--- src/core/mcs_pkg.sv ---
/*
 * package for the stream-out channel status block: register offsets,
 * status field positions, reset values and the engine state type.
 * assumes nothing beyond a SystemVerilog compiler.
 */
package mcs_pkg;

    localparam logic [7:0] CONTROL_OFF    = 8'h00;
    localparam logic [7:0] STATUS_OFF     = 8'h04;
    localparam logic [7:0] TAIL_PTR_OFF   = 8'h08;
    localparam logic [7:0] LENGTH_OFF     = 8'h0C;
    localparam logic [7:0] IRQ_STATUS_OFF = 8'h10;
    localparam logic [7:0] IRQ_MASK_OFF   = 8'h14;

    localparam int HALTED_BIT    = 0;
    localparam int IDLE_BIT      = 1;
    localparam int RSVD_BIT      = 2;
    localparam int GATHER_BIT    = 3;
    localparam int INT_ERR_BIT   = 4;
    localparam int RUN_STOP_BIT  = 0;

    localparam int EV_HALT       = 0;
    localparam int EV_IDLE       = 1;
    localparam int EV_ERR        = 2;
    localparam int EV_W          = 3;

    localparam logic HALTED_RST  = 1'b1;
    localparam logic IDLE_RST    = 1'b0;
    localparam logic ERR_RST     = 1'b0;
    localparam logic [31:0] RDATA_RST = 32'h0000_0000;
    localparam logic [EV_W-1:0] EV_RST = 3'h0;

    typedef enum logic [1:0] {
        MCS_HALTED   = 2'b00,
        MCS_RUNNING  = 2'b01,
        MCS_STOPPING = 2'b11,
        MCS_PAUSED   = 2'b10
    } mcs_state_e;

    // engine side inputs grouped together
    typedef struct packed {
        logic busy;
        logic sg_busy;
        logic done;
        logic fetch_at_tail;
        logic desc_valid;
        logic desc_len_zero;
    } mcs_engine_s;

    // requests handed to the engine
    typedef struct packed {
        logic start;
        logic stop;
    } mcs_cmd_s;

endpackage

--- src/core/mcs_channel_status.sv ---
/*
 * status tracking of the memory-to-stream channel: halted, idle,
 * gather included and internal error flags, run/stop control and
 * start gating, all reached over an Avalon-MM slave with waitrequest.
 * assumes the engine reports busy, done, tail reach and fetched
 * descriptors synchronously to clk_i, and honours start and stop.
 */
`timescale 1ns/1ns

module mcs_channel_status #(
    parameter bit GATHER_INCLUDED = 1'b1
) (
    input  wire logic                clk_i,
    input  wire logic                rst_i,
    input  wire logic [7:0]          avs_address_i,
    input  wire logic                avs_read_i,
    input  wire logic                avs_write_i,
    input  wire logic [31:0]         avs_writedata_i,
    output logic [31:0]              avs_readdata_o,
    output logic                     avs_waitrequest_o,
    input  wire mcs_pkg::mcs_engine_s engine_i,
    output mcs_pkg::mcs_cmd_s        cmd_o,
    output logic [31:0]              tail_ptr_o,
    output logic [31:0]              length_o,
    output logic                     irq_o
);

    mcs_pkg::mcs_state_e  state_q;
    logic                 run_stop_q;
    logic                 halted_q;
    logic                 idle_q;
    logic                 int_err_q;
    logic                 first_done_q;
    logic                 ack_q;
    logic [31:0]          rdata_q;
    logic [31:0]          tail_q;
    logic [31:0]          len_q;
    logic [mcs_pkg::EV_W-1:0] ev_stat_q;
    logic [mcs_pkg::EV_W-1:0] ev_mask_q;
    logic [mcs_pkg::EV_W-1:0] ev_set;
    logic                 wr_acc;
    logic                 rd_acc;
    logic                 tail_wr;
    logic                 len_wr;
    logic                 start_req;
    logic                 err_evt;
    logic                 eng_quiet;
    logic [31:0]          status_word;

    function automatic logic hit(input logic [7:0] a,
                                 input logic [7:0] off);
        return a == off;
    endfunction

    // one wait cycle per access keeps read data registered
    assign avs_waitrequest_o = (avs_read_i | avs_write_i) & ~ack_q;
    assign wr_acc  = avs_write_i & ack_q;
    assign rd_acc  = avs_read_i & ack_q;
    assign tail_wr = wr_acc & hit(avs_address_i, mcs_pkg::TAIL_PTR_OFF);
    assign len_wr  = wr_acc & hit(avs_address_i, mcs_pkg::LENGTH_OFF);

    always_ff @(posedge clk_i or posedge rst_i) begin
        if (rst_i) begin
            ack_q <= 1'b0;
        end else begin
            ack_q <= (avs_read_i | avs_write_i) & ~ack_q;
        end
    end

    assign err_evt = GATHER_INCLUDED & engine_i.desc_valid
                   & engine_i.desc_len_zero;

    assign eng_quiet = GATHER_INCLUDED ? ~engine_i.busy & ~engine_i.sg_busy
                                       : ~engine_i.busy;

    // writes only start work while running
    assign start_req = run_stop_q & ~halted_q & ~err_evt
                     & (GATHER_INCLUDED ? tail_wr : len_wr);

    always_ff @(posedge clk_i or posedge rst_i) begin
        if (rst_i) begin
            run_stop_q <= 1'b0;
        end else if (err_evt) begin
            run_stop_q <= 1'b0;
        end else if (wr_acc
                     & hit(avs_address_i, mcs_pkg::CONTROL_OFF)) begin
            run_stop_q <= avs_writedata_i[mcs_pkg::RUN_STOP_BIT]
                        & ~int_err_q;
        end
    end

    always_ff @(posedge clk_i or posedge rst_i) begin
        if (rst_i) begin
            tail_q <= 32'h0000_0000;
            len_q  <= 32'h0000_0000;
        end else begin
            if (tail_wr) begin
                tail_q <= avs_writedata_i;
            end
            if (len_wr) begin
                len_q <= avs_writedata_i;
            end
        end
    end

    always_ff @(posedge clk_i or posedge rst_i) begin
        if (rst_i) begin
            state_q <= mcs_pkg::MCS_HALTED;
        end else begin
            case (state_q)
                mcs_pkg::MCS_HALTED: begin
                    if (run_stop_q) begin
                        state_q <= mcs_pkg::MCS_RUNNING;
                    end
                end
                mcs_pkg::MCS_RUNNING: begin
                    if (!run_stop_q || err_evt) begin
                        state_q <= mcs_pkg::MCS_STOPPING;
                    end
                end
                mcs_pkg::MCS_STOPPING: begin
                    // halt lags until engine is quiet
                    if (eng_quiet) begin
                        state_q <= mcs_pkg::MCS_HALTED;
                    end
                end
                default: begin
                    state_q <= mcs_pkg::MCS_HALTED;
                end
            endcase
        end
    end

    always_ff @(posedge clk_i or posedge rst_i) begin
        if (rst_i) begin
            halted_q <= mcs_pkg::HALTED_RST;
        end else begin
            // run/stop set again mid-stop skips the halt and resumes
            halted_q <= (state_q == mcs_pkg::MCS_STOPPING && eng_quiet
                         && !run_stop_q)
                      | (state_q == mcs_pkg::MCS_HALTED && !run_stop_q);
        end
    end

    always_ff @(posedge clk_i or posedge rst_i) begin
        if (rst_i) begin
            first_done_q <= 1'b0;
        end else if (engine_i.done) begin
            first_done_q <= 1'b1;
        end
    end

    // idle follows descriptor/transfer progress, not data beats
    always_ff @(posedge clk_i or posedge rst_i) begin
        if (rst_i) begin
            idle_q <= mcs_pkg::IDLE_RST;
        end else if (halted_q || state_q != mcs_pkg::MCS_RUNNING) begin
            idle_q <= 1'b0;
        end else if (start_req) begin
            // tail write (length write in direct mode) resumes and clears idle
            idle_q <= 1'b0;
        end else if (GATHER_INCLUDED) begin
            // idle at tail with queue drained
            idle_q <= engine_i.fetch_at_tail & ~engine_i.sg_busy;
        end else begin
            // idle only after a finished transfer
            idle_q <= (first_done_q | engine_i.done) & ~engine_i.busy;
        end
    end

    // sticky error, only reset clears it
    always_ff @(posedge clk_i or posedge rst_i) begin
        if (rst_i) begin
            int_err_q <= mcs_pkg::ERR_RST;
        end else if (err_evt) begin
            int_err_q <= 1'b1;
        end
    end

    assign cmd_o.start = start_req;
    assign cmd_o.stop  = state_q == mcs_pkg::MCS_STOPPING;
    assign tail_ptr_o  = tail_q;
    assign length_o    = len_q;

    // reserved reads zero, gather bit is the build value
    always_comb begin
        status_word = 32'h0000_0000;
        status_word[mcs_pkg::HALTED_BIT]  = halted_q;
        status_word[mcs_pkg::IDLE_BIT]    = idle_q;
        status_word[mcs_pkg::RSVD_BIT]    = 1'b0;
        status_word[mcs_pkg::GATHER_BIT]  = GATHER_INCLUDED;
        status_word[mcs_pkg::INT_ERR_BIT] = int_err_q;
    end

    assign ev_set[mcs_pkg::EV_HALT] = halted_q == 1'b0
        && state_q == mcs_pkg::MCS_STOPPING && eng_quiet
        && !run_stop_q;
    assign ev_set[mcs_pkg::EV_IDLE] = 1'b0 == idle_q
        && state_q == mcs_pkg::MCS_RUNNING && GATHER_INCLUDED
        && engine_i.fetch_at_tail && !engine_i.sg_busy && !start_req;
    assign ev_set[mcs_pkg::EV_ERR]  = err_evt;

    // read clears, a fresh event in that cycle wins
    always_ff @(posedge clk_i or posedge rst_i) begin
        if (rst_i) begin
            ev_stat_q <= mcs_pkg::EV_RST;
        end else if (rd_acc
                     && hit(avs_address_i, mcs_pkg::IRQ_STATUS_OFF)) begin
            ev_stat_q <= ev_set;
        end else begin
            ev_stat_q <= ev_stat_q | ev_set;
        end
    end

    always_ff @(posedge clk_i or posedge rst_i) begin
        if (rst_i) begin
            ev_mask_q <= mcs_pkg::EV_RST;
        end else if (wr_acc
                     && hit(avs_address_i, mcs_pkg::IRQ_MASK_OFF)) begin
            ev_mask_q <= avs_writedata_i[mcs_pkg::EV_W-1:0];
        end
    end

    assign irq_o = |(ev_stat_q & ev_mask_q);

    always_ff @(posedge clk_i or posedge rst_i) begin
        if (rst_i) begin
            rdata_q <= mcs_pkg::RDATA_RST;
        end else if (avs_read_i && !ack_q) begin
            case (avs_address_i)
                mcs_pkg::CONTROL_OFF:
                    rdata_q <= {31'h0000_0000, run_stop_q};
                mcs_pkg::STATUS_OFF:
                    rdata_q <= status_word;
                mcs_pkg::TAIL_PTR_OFF:
                    rdata_q <= tail_q;
                mcs_pkg::LENGTH_OFF:
                    rdata_q <= len_q;
                mcs_pkg::IRQ_STATUS_OFF:
                    rdata_q <= {29'h0000_0000, ev_stat_q};
                mcs_pkg::IRQ_MASK_OFF:
                    rdata_q <= {29'h0000_0000, ev_mask_q};
                default:
                    rdata_q <= 32'h0000_0000;
            endcase
        end
    end

    assign avs_readdata_o = rdata_q;
endmodule

--- config.mk ---
export PLATFORM = sky130hd
export DESIGN_NAME = mcs_channel_status
export DESIGN_NICKNAME = d
export VERILOG_FILES = /design/src/core/mcs_pkg.sv /design/src/core/mcs_channel_status.sv
export SDC_FILE = /design/constraint.sdc
export NUM_CORES = 1
export LEC_CHECK = 0
export ABC_CLOCK_PERIOD_IN_PS = 6600
export BUFFER_PORTS_ARGS = -buffer_cell sky130_fd_sc_hd__buf_2
export CAP_MARGIN = 20
export CORE_ASPECT_RATIO = 0.9
export CORE_UTILIZATION = 50
export CTS_BUF_LIST = sky130_fd_sc_hd__clkbuf_8
export DETAILED_ROUTE_END_ITERATION = 10
export PLACE_DENSITY = 0.79
export SLEW_MARGIN = 20
export SYNTH_ARGS = -nofsm -noshare
export SYNTH_HDL_FRONTEND = slang
export SYNTH_SLANG_ARGS = --single-unit
--- constraint.sdc ---
create_clock -name clk_i -period 6.6 [get_ports clk_i]
set_input_delay 1.32 -clock clk_i [delete_from_list [all_inputs] [get_ports clk_i]]
set_output_delay 1.32 -clock clk_i [all_outputs]
set_load 0.005 [all_outputs]
Yosys cells after proc, flatten, opt, wreduce, memory -nomap -nowiden
Cells that the tools add are included.
Widths: inputs -> output; s select.
Cells by class
  multiply operators: 0
  shifts and indexed selects: 0
  $lt $le $gt $ge: 0
  add/sub/neg operators: 0
  bitwise gates (word level): 24
  div/mod/pow operators: 0
  reduce and logical (&&, ||, !) cells: 24
  eq/ne operators: 11
  multiplexer cells: 10
Operators with widths (number)
  $pmux 32 s6: 1
  $eq 8x4->1 const B: 2
  $eq 8x5->1 const B: 2
  $and 1x1->1: 13
  $logic_and 1x1->1: 13
  $eq 8x3->1 const B: 1
  $logic_not 8->1: 1
  $not 1->1: 7
  $mux 2: 3
  $pmux 2 s3: 1
  $logic_not 1->1: 4
  $mux 1: 4
  $ne 2x1->1 const B: 2
  $ne 2x2->1 const B: 2
  $and 3x3->3: 1
  $mux 3: 1
  $or 3x3->3: 1
  $reduce_and 3->1: 1
  $reduce_or 3->1: 1
  $eq 2x1->1 const B: 1
  $eq 2x2->1 const B: 1
  $logic_not 2->1: 1
  $logic_or 1x1->1: 2
  $or 1x1->1: 2
  $reduce_bool 2->1: 1
Word-level totals
  ROM bits: 0
  output and inout port bits: 100
  latch bits: 0
  bits in registers: 109
  memories: 0
  logic and storage cells: 80
  RAM bits: 0
  input bits: 50

Depth between registers and ports, before layout
Gate-level depths: netlist of run 1.
  depth after elaboration: 8
  depth in mapped cells: 6
  gate-level depth less buffers: 4

Least setup slack after synthesis of run 1
Ideal clock, no wire load.
  path type: input to output
  start point: in avs_address_i[3]
  end point: out cmd_o[1] (netlist bit)
  stages: 6
  slack: 2.812 ns
  data required time: 5.280 ns
  arrival: 2.468 ns
  path buffers: 3
  path through: buf_2 -> nor2b_1 -> nand4_1 -> buf_2 -> nor3_1 -> buf_4
Between the ends
  cells in the longest elaborated chain, start to end: 3
RTL lines
  from (decl): RTL line mcs_channel_status.sv:15  | input wire logic [7:0] avs_address_i,
  $eq 8x4->1: RTL line mcs_channel_status.sv:52  | return a == off;
  $and 1x1->1: RTL line mcs_channel_status.sv:59  | assign tail_wr = wr_acc & hit(avs_address_i, mcs_pkg::TAIL_PTR_OFF);
  $and 1x1->1: RTL line mcs_channel_status.sv:78  | & (GATHER_INCLUDED ? tail_wr : len_wr);
  to (decl): RTL line mcs_channel_status.sv:22  | output mcs_pkg::mcs_cmd_s cmd_o,
Every way passes these cells.

==> impl_metrics.toml, run 1 <==
[status]
status = "finished clean"

[critical_path]
crit_path_end_kind = "output port"
critPathLaunchType = "primary input"
cpPeakStageDelay_ps = 320
cp_common_cell = "buf_2"
worstPathMaxFanout = 41
reg2reg_from = "ack_q$_DFF_PP0_"
cp_data_arrival_time_ps = 2650
cp_cell_sequence = "buf_2 -> buf_4 -> nor2b_1 -> nand4_1 -> nor3_1 -> buf_2"
cp_num_buf_inv = 3
crit_required_ps = 5280
crit_slowest_cell = "buf_4"
worst-setup-path-type = "primary input to output port"
rrSetupSlack_ps = 4460
critPathTopFamily = "simple AND/OR/NAND/NOR gates"
cp-startpoint = "avs_address_i[2]"

[synthesis]
synthMuxAreaShare_pct = 26.1
seq_area_frac_synth_pct = 57.7
ys_ff_latch = 109
synthXorXnorAreaFrac_pct = 0
synth_top_family_by_area = "multiplexers"
yosysTopAreaCellShare_pct = 57.2
synth-async-reset-ratio_pct = 100
ys.flop_type = "dfrtp_1"
synthAdderAreaFrac_pct = 0
syn_area_sq_um = 4730
synth_area_leaders = "dfrtp_1 57%, mux2_2 9.5%, mux2_4 9.5%, mux2i_1 6.6%, o21ai_0 2.8%"
syn_inst = 354
yosys_warnings = 0
synth_most_common_cell = "dfrtp_1"
synthSimpleGateAreaFrac_pct = 7.49
ys_top_cells_by_count = "108 x dfrtp_1, 40 x mux2_2, 34 x nand2_1, 31 x mux2i_1, 30 x mux2_4"
ys_types = 36
synth_edf_count = 0
synth_compound_area_share_pct = 5.66
postSynthAreaPerCell_sq_um = 13.4
synth_top_cell_by_area = "dfrtp_1"
syn-num-nets = 404

[timing]
setup_tns_ps = 0
rsz0062_at_grt = "no"
hold_violations = 0
setup_viol = 0
fmax_mhz = 252
timing.final.crit_share_pct = 60.2
fin_skew_ps = 9.33
setup_ws_ps = 2630
max_slew.worst_pin.slew_ps = 888
fin_crit_ps = 3970
slew_viol_final = 0
worst_hold_slack_ps = 483
max-slew-margin-rel_pct = 40.7

[layout]
drive_gt1_share_pct = 48.8
final_nets = 549
flow.area_growth_from_synthesis_pct = 21.0
diodes = 0
finalInstanceArea_sq_um = 5720
nFillCells = 776

[cts]
numCtsBuffers = 9
clockRootBuffer = "clkbuf_8"
h-tree-depth = 3
ctsLongestPathBuffers = 2
clk_pin_slew_ps = 110
cts_setup_buffers = 0
cts_hold_buf = 0
ctsResizeCount = 0
clock_latency_ps = 350
cts.sinks = 109
cts_tree = "built"

[placement]
port_buffers = 148
postPlaceCellArea_sq_um = 5540
dp_hpwl_um = 7250
gp_congestion = 0.834
post-place-ws_ps = 2650

[detailed_routing]
first_pass_iters = 4
drt-wirelength-per-cell_um = 16.7
drc = 0
via_count = 3328
wl_um = 10400
drtAntennaViolNets = 0
routed_via_density = 5.32
drt_iter0_markers = 91

[die]
initial_core_util_pct = 51.6
core_area_sq_um = 9170
fp-row-count = 33
die_y_um = 94.3
fp.dieW_um = 105
io_pins = 150
fp.dieArea_sq_um = 9850

[worst_hold_path]
min_from = "avs_readdata_o[13]$_DFFE_PP0P_"
worstHoldPathType = "register to register"

[pwr]
ir_worst_vdd_uv = 131
leakagePower_nw = 3.23
power.density_nw_per_um2 = 209

[global_routing]
grt_max_degree = 68
gr-total-overflow = 0
antenna_found_initial = 0
grt_use_total_pct = 21.4
grt_pass1_wl_um = 16300
grt_pass1_vias = 3254

[run]
cap_violations = 0
power breakdown:
group / total (mW) / internal, mW / switching, mW
Sequential: 0.706 / 0.688 / 0.0175
Clock: 0.384 / 0.147 / 0.237
Combinational: 0.105 / 0.0495 / 0.0555
logic make-up after synthesis:
family,Yosys count
flops,109
mux,102
simple gates,73
compound gates,46
buf+inv,24
cells in the final DEF, fill, tap and decap left out, drive strengths merged:
cell     instances
buf            153
dfrtp          108
mux2            70
nand2           34
mux2i           31
o21ai           30
nor2            13
inv             10
clkbuf           9
a21oi            7
nand2b           4
nor3             4
and2             3
nor2b            3
nand4            3
a22o             3
a32o             3
or2              2
nor3b            2
clkinv           2
nor4b            1
and4             1
nor4             1
nand3            1
o2bb2ai          1
a222oi           1
nand3b           1
mux4             1
a211oi           1
dfstp            1
final timing paths:
kind                       cells after the start                        endpoint
setup reg to reg                               5        length_o[31]$_DFFE_PP0P_
max in group asynchronous                      3        length_o[16]$_DFFE_PP0P_
hold reg to reg                                2  avs_readdata_o[13]$_DFFE_PP0P_
min in group asynchronous                      2        length_o[19]$_DFFE_PP0P_
setup / recovery                               6                        cmd_o[1]
hold / removal                                 2  avs_readdata_o[13]$_DFFE_PP0P_
tightest hold or removal path, cell delays in order, from the launching register on:
cell and delay [ps]:
dfrtp_1 350, nand2_1 40, o21ai_0 60
routing by layer:
metal	track usage [%]	vias to the layer above	wire length, um
met1	26.3	1690	4410
met5	0	-	0
met2	38.2	97	5450
li1	-	1533	-
met3	4.85	8	479
met4	5.36	0	95
flip-flops by register name, summed over array words and instances (netlist names):
register and flops:
ev_mask_q 3, avs_readdata_o 32, run_stop_q 1, ack_q 1, halted_q 1, length_o 32
tail_ptr_o 32, state_q 2, idle_q 1, int_err_q 1, ev_stat_q 3
metrics by stage:
| step | utilization, % | total power [mW] | cells |
|---|---|---|---|
| finish | 62.4 | 1.19 | 626 |
| global route | 62.4 | 1.24 | 626 |
| CTS | 62.4 | 1.21 | 626 |
| detailed placement | 60.4 | 0.825 | 610 |
| global placement | 60.4 | 0.819 | 610 |
| floorplan | - | 0.775 | 354 |
area by class of cell:
type,instances,area [sq um],share of cell area (%)
tap,122,153,2.67
inverter,5,21.3,0.372
multi-input combinational,221,1860,32.4
sequential,109,2730,47.7
timing repair buffer,153,778,13.6
clock inverter,7,62.6,1.09
clock buffer,9,124,2.16
No activity file was read; power rests on OpenSTA's default activity.
==> inputs of run 2 (changes only) <==
Settings changed: ABC_CLOCK_PERIOD_IN_PS 6600 to 3700.
Clock period 6.6 ns to 3.7 ns, I/O delays scaled along.
==> impl_metrics.toml, run 2 (same netlist as run 1, synthesis figures left out) <==
[pwr]
leakagePower_nw = 3.25
internal-power_mw = 1.65
switching_share_pct = 25.4
ir_worst_vdd_uv = 213
seqPwrFrac_pct = 57.0
power_switching_mw = 0.561
combPwrFrac_pct = 8.5
power.density_nw_per_um2 = 382
power.share.clock_pct = 34.5

[worst_hold_path]
worstHoldPathType = "primary input to asynchronous set/reset pin"

[detailed_routing]
wl_um = 10300
first_pass_iters = 4
drc = 0
drtAntennaViolNets = 0
via_count = 3333
drt_iter0_markers = 86
drt-wirelength-per-cell_um = 16.5
routed_via_density = 5.32

[layout]
regArea_sq_um = 2730
nFillCells = 767
layout_commonest_cell = "buf_2"
drive_gt1_share_pct = 48.9
final_nets = 550
diodes = 0
mostFrequentLayoutCells = "148 x buf_2, 108 x dfrtp_1, 40 x mux2_2"
flow.area_growth_from_synthesis_pct = 22.3
finalInstanceArea_sq_um = 5780
multi_input_area_sq_um = 1860

[critical_path]
worstPathMaxFanout = 7
cp_data_arrival_time_ps = 1800
critPathLaunchType = "primary input"
crit_path_end_kind = "output port"
crit_required_ps = 2960
worst-setup-path-type = "primary input to output port"

[global_routing]
grt_pass1_vias = 3374
grt_max_degree = 57
grt_use_total_pct = 21.5
antenna_found_initial = 0
gr-total-overflow = 0
grt_pass1_wl_um = 16500

[timing]
fin_crit_ps = 2540
fin_skew_ps = 7.80
fmax_mhz = 393
timing.final.crit_share_pct = 68.8
max-slew-margin-rel_pct = 48.8
max_slew.worst_pin.slew_ps = 767
worst_hold_slack_ps = 482
setup_viol = 0
hold_violations = 0
slew_viol_final = 0
setup_tns_ps = 0
rsz0062_at_grt = "no"

[cts]
clock_latency_ps = 360
cts_hold_buf = 0
cts_setup_buffers = 0
cts_tree = "built"
clockRootBuffer = "clkbuf_8"
ctsLongestPathBuffers = 2
cts.sinks = 109
h-tree-depth = 3
clk_pin_slew_ps = 110
numCtsBuffers = 9
ctsResizeCount = 0

[die]
initial_core_util_pct = 51.6
die_y_um = 94.3
fp.dieW_um = 105
fp.dieArea_sq_um = 9850
core_area_sq_um = 9170
io_pins = 150
fp-row-count = 33

[status]
status = "finished clean"

[placement]
gp_congestion = 0.867
postPlaceCellArea_sq_um = 5570
dp_hpwl_um = 7220
port_buffers = 148

[run]
cap_violations = 0
[run 2: per-stage QoR]
stage	power, mW	cells	worst slack [ps]	util [%]
floorplan	1.38	354	87.7	-
global placement	1.46	611	1150	60.8
detailed placement	1.47	611	1080	60.8
CTS	2.23	627	1160	63.1
global route	2.30	627	1010	63.1
finish	2.21	627	1160	63.1
[run 2: layout make-up]
cell class	count	share of cell area, %
Sequential cell	109	47.2
Multi-Input combinational cell	221	32.1
Timing Repair Buffer	154	14.0
Tap cell	122	2.64
Clock buffer	9	2.14
Clock inverter	7	1.54
Inverter	5	0.368
[run 2: layer usage]
metal | wire [um] | GRT usage [%]
met1 | 4420 | 26.8
met2 | 5140 | 36.9
met3 | 553 | 4.72
met5 | 0 | 0
met4 | 227 | 7.98
[run 2: path summary, 6_finish.rpt]
check	startpoint	end	slack, ps	cells past startpoint
hold / removal	rst_i	length_o[18]$_DFFE_PP0P_	480	2
max in group asynchronous	rst_i	halted_q$_DFF_PP1_	2430	3
min in group clk_i	run_stop_q$_DFFE_PP0P_	halted_q$_DFF_PP1_	490	1
hold reg to reg	run_stop_q$_DFFE_PP0P_	halted_q$_DFF_PP1_	490	1
setup / recovery	avs_address_i[4]	cmd_o[1]	1160	5
setup reg to reg	ack_q$_DFF_PP0_	length_o[31]$_DFFE_PP0P_	1780	5
[run 2: worst max-delay path, cell delays in order]
cell	delay, ps
buf_2	150
nor4_2	310
nand4_1	180
nor3_1	250
buf_2	170
[run 2: power groups by stage]
stage	sequential (mW)	combinational (mW)	clock (mW)
6_report	1.26	0.188	0.762
5_1_grt	1.26	0.208	0.826
4_1_cts	1.26	0.192	0.782
3_5_place_dp	1.28	0.191	0
3_3_place_gp	1.28	0.185	0
2_1_floorplan	1.28	0.108	0
==> inputs of run 3 (changes only) <==
Settings changed: ABC_CLOCK_PERIOD_IN_PS 3700 to 2130, CORE_UTILIZATION 50 to 48.
Clock period 3.7 ns to 2.13 ns, I/O delays scaled along.
==> impl_metrics.toml, run 3 (same netlist as run 1, synthesis figures left out) <==
[die]
die_y_um = 96.2
fp.dieArea_sq_um = 10300
core_area_sq_um = 9330
fp.dieW_um = 107
fp-row-count = 33
io_pins = 150
initial_core_util_pct = 50.7

[detailed_routing]
drtAntennaViolNets = 0
via_count = 3344
drt_iter0_markers = 100
wl_um = 10700
routed_via_density = 5.28
first_pass_iters = 4
drt-wirelength-per-cell_um = 16.9
drc = 0

[critical_path]
rrSetupSlack_ps = 410
worstPathMaxFanout = 2
reg2reg_from = "ack_q$_DFF_PP0_"
crit_required_ps = 1700
cp-startpoint = "avs_address_i[1]"
crit_path_end_kind = "output port"
critPathLaunchType = "primary input"
reg2regPathDepth = 4
reg2reg_to = "tail_ptr_o[17]$_DFFE_PP0P_"
crit_end = "cmd_o[1]"
worst-setup-path-type = "primary input to output port"
cp_data_arrival_time_ps = 1470

[cts]
clk_pin_slew_ps = 100
ctsLongestPathBuffers = 2
clock_latency_ps = 360
ctsResizeCount = 0
numCtsBuffers = 9
cts_hold_buf = 0
clockRootBuffer = "clkbuf_8"
cts_setup_buffers = 0
cts.sinks = 109
h-tree-depth = 3
cts_tree = "built"

[worst_hold_path]
worstHoldPathType = "primary input to asynchronous set/reset pin"

[placement]
port_buffers = 148
gp_congestion = 0.805
placed_cells = 617
dp_hpwl_um = 7350

[timing]
setup_tns_ps = 0
max-slew-margin-rel_pct = 59.1
rsz0062_at_grt = "no"
slew_viol_final = 0
setup_viol = 0
worst_hold_slack_ps = 171
fin_crit_ps = 1900
fin_skew_ps = 9.87
hold_violations = 0
fmax_mhz = 526
timing.final.crit_share_pct = 89.2
max_slew.worst_pin.slew_ps = 614

[pwr]
power_switching_mw = 0.932
power_mw = 3.69
power.density_nw_per_um2 = 636
internal-power_mw = 2.76
seqPwrFrac_pct = 59.2
ir_worst_vdd_uv = 371
leakagePower_nw = 3.26
power.share.clock_pct = 31.7
switching_share_pct = 25.2
combPwrFrac_pct = 9.1

[layout]
layout_commonest_cell = "buf_2"
diodes = 0
fin_util_pct = 62.2
final_nets = 556
nFillCells = 816
mostFrequentLayoutCells = "148 x buf_2, 108 x dfrtp_1, 40 x mux2_2"
instances_no_fill = 633
flow.area_growth_from_synthesis_pct = 22.7
drive_gt1_share_pct = 49.5

[global_routing]
grt_pass1_vias = 3413
gr-total-overflow = 0
grt_pass1_wl_um = 17200
antenna_found_initial = 0
grt_use_total_pct = 21.7
grt_max_degree = 110

[run]
cap_violations = 0

[status]
status = "finished clean"
==> run 3: changes by cell type in the layout (fill, tap and decap cells not counted) <==
cell,change
buf_4,+6
inv_4,-1
bufinv_16,-1
inv_8,-3
clkinvlp_4,+1
clkbuf_8,+1
clkinv_2,+1
clkinv_4,+2
==> run 3: worst min-delay path by stage <==
stage	start	to	slack [ps]	depth (start not counted)
6_report	rst_i	avs_readdata_o[12]$_DFFE_PP0P_	170	3
3_3_place_gp	avs_readdata_o[13]$_DFFE_PP0P_	avs_readdata_o[13]$_DFFE_PP0P_	460	2
2_1_floorplan	run_stop_q$_DFFE_PP0P_	halted_q$_DFF_PP1_	430	1
4_1_cts	rst_i	length_o[12]$_DFFE_PP0P_	240	3
3_5_place_dp	run_stop_q$_DFFE_PP0P_	halted_q$_DFF_PP1_	460	1
5_1_grt	rst_i	avs_readdata_o[12]$_DFFE_PP0P_	250	3
==> run 3: worst max-delay path, cell delays in order <==
cell,delay (ps)
buf_2,110
nor4_2,330
nand4_1,190
nor3_1,250
buf_2,170
==> run 3: layout make-up <==
| cell class | count | area (sq um) | share of cell area, % |
|---|---|---|---|
| sequential | 109 | 2730 | 47.0 |
| multi-input combinational | 221 | 1860 | 32.0 |
| clock inverter | 6 | 47.5 | 0.820 |
| clock buffer | 10 | 138 | 2.37 |
| inverter | 5 | 22.5 | 0.388 |
| timing repair buffer | 160 | 856 | 14.8 |
| tap | 122 | 153 | 2.63 |
==> run 3: power by group through the flow <==
| stage | registers, mW | logic (mW) | clock network, mW |
|---|---|---|---|
| 6_report | 2.18 | 0.336 | 1.17 |
| 5_1_grt | 2.19 | 0.372 | 1.28 |
| 4_1_cts | 2.18 | 0.341 | 1.21 |
| 3_5_place_dp | 2.22 | 0.340 | 0 |
| 3_3_place_gp | 2.22 | 0.328 | 0 |
| 2_1_floorplan | 2.22 | 0.188 | 0 |
==> run 3: stage by stage <==
step,area [sq um],setup WS (ps)
6_report,5800,230
5_1_grt,5800,107
4_1_cts,5800,220
3_5_place_dp,5620,86.0
3_3_place_gp,5620,139
2_1_floorplan,4730,130
==> run 3: routing by layer <==
layer  global-route usage (%)  wire length [um]  share of wire, %
met4                     7.31               203               1.9
met2                     36.2              5000                47
met3                     5.15               708               6.6
met5                        0                 0                 0
met1                     28.0              4780                45
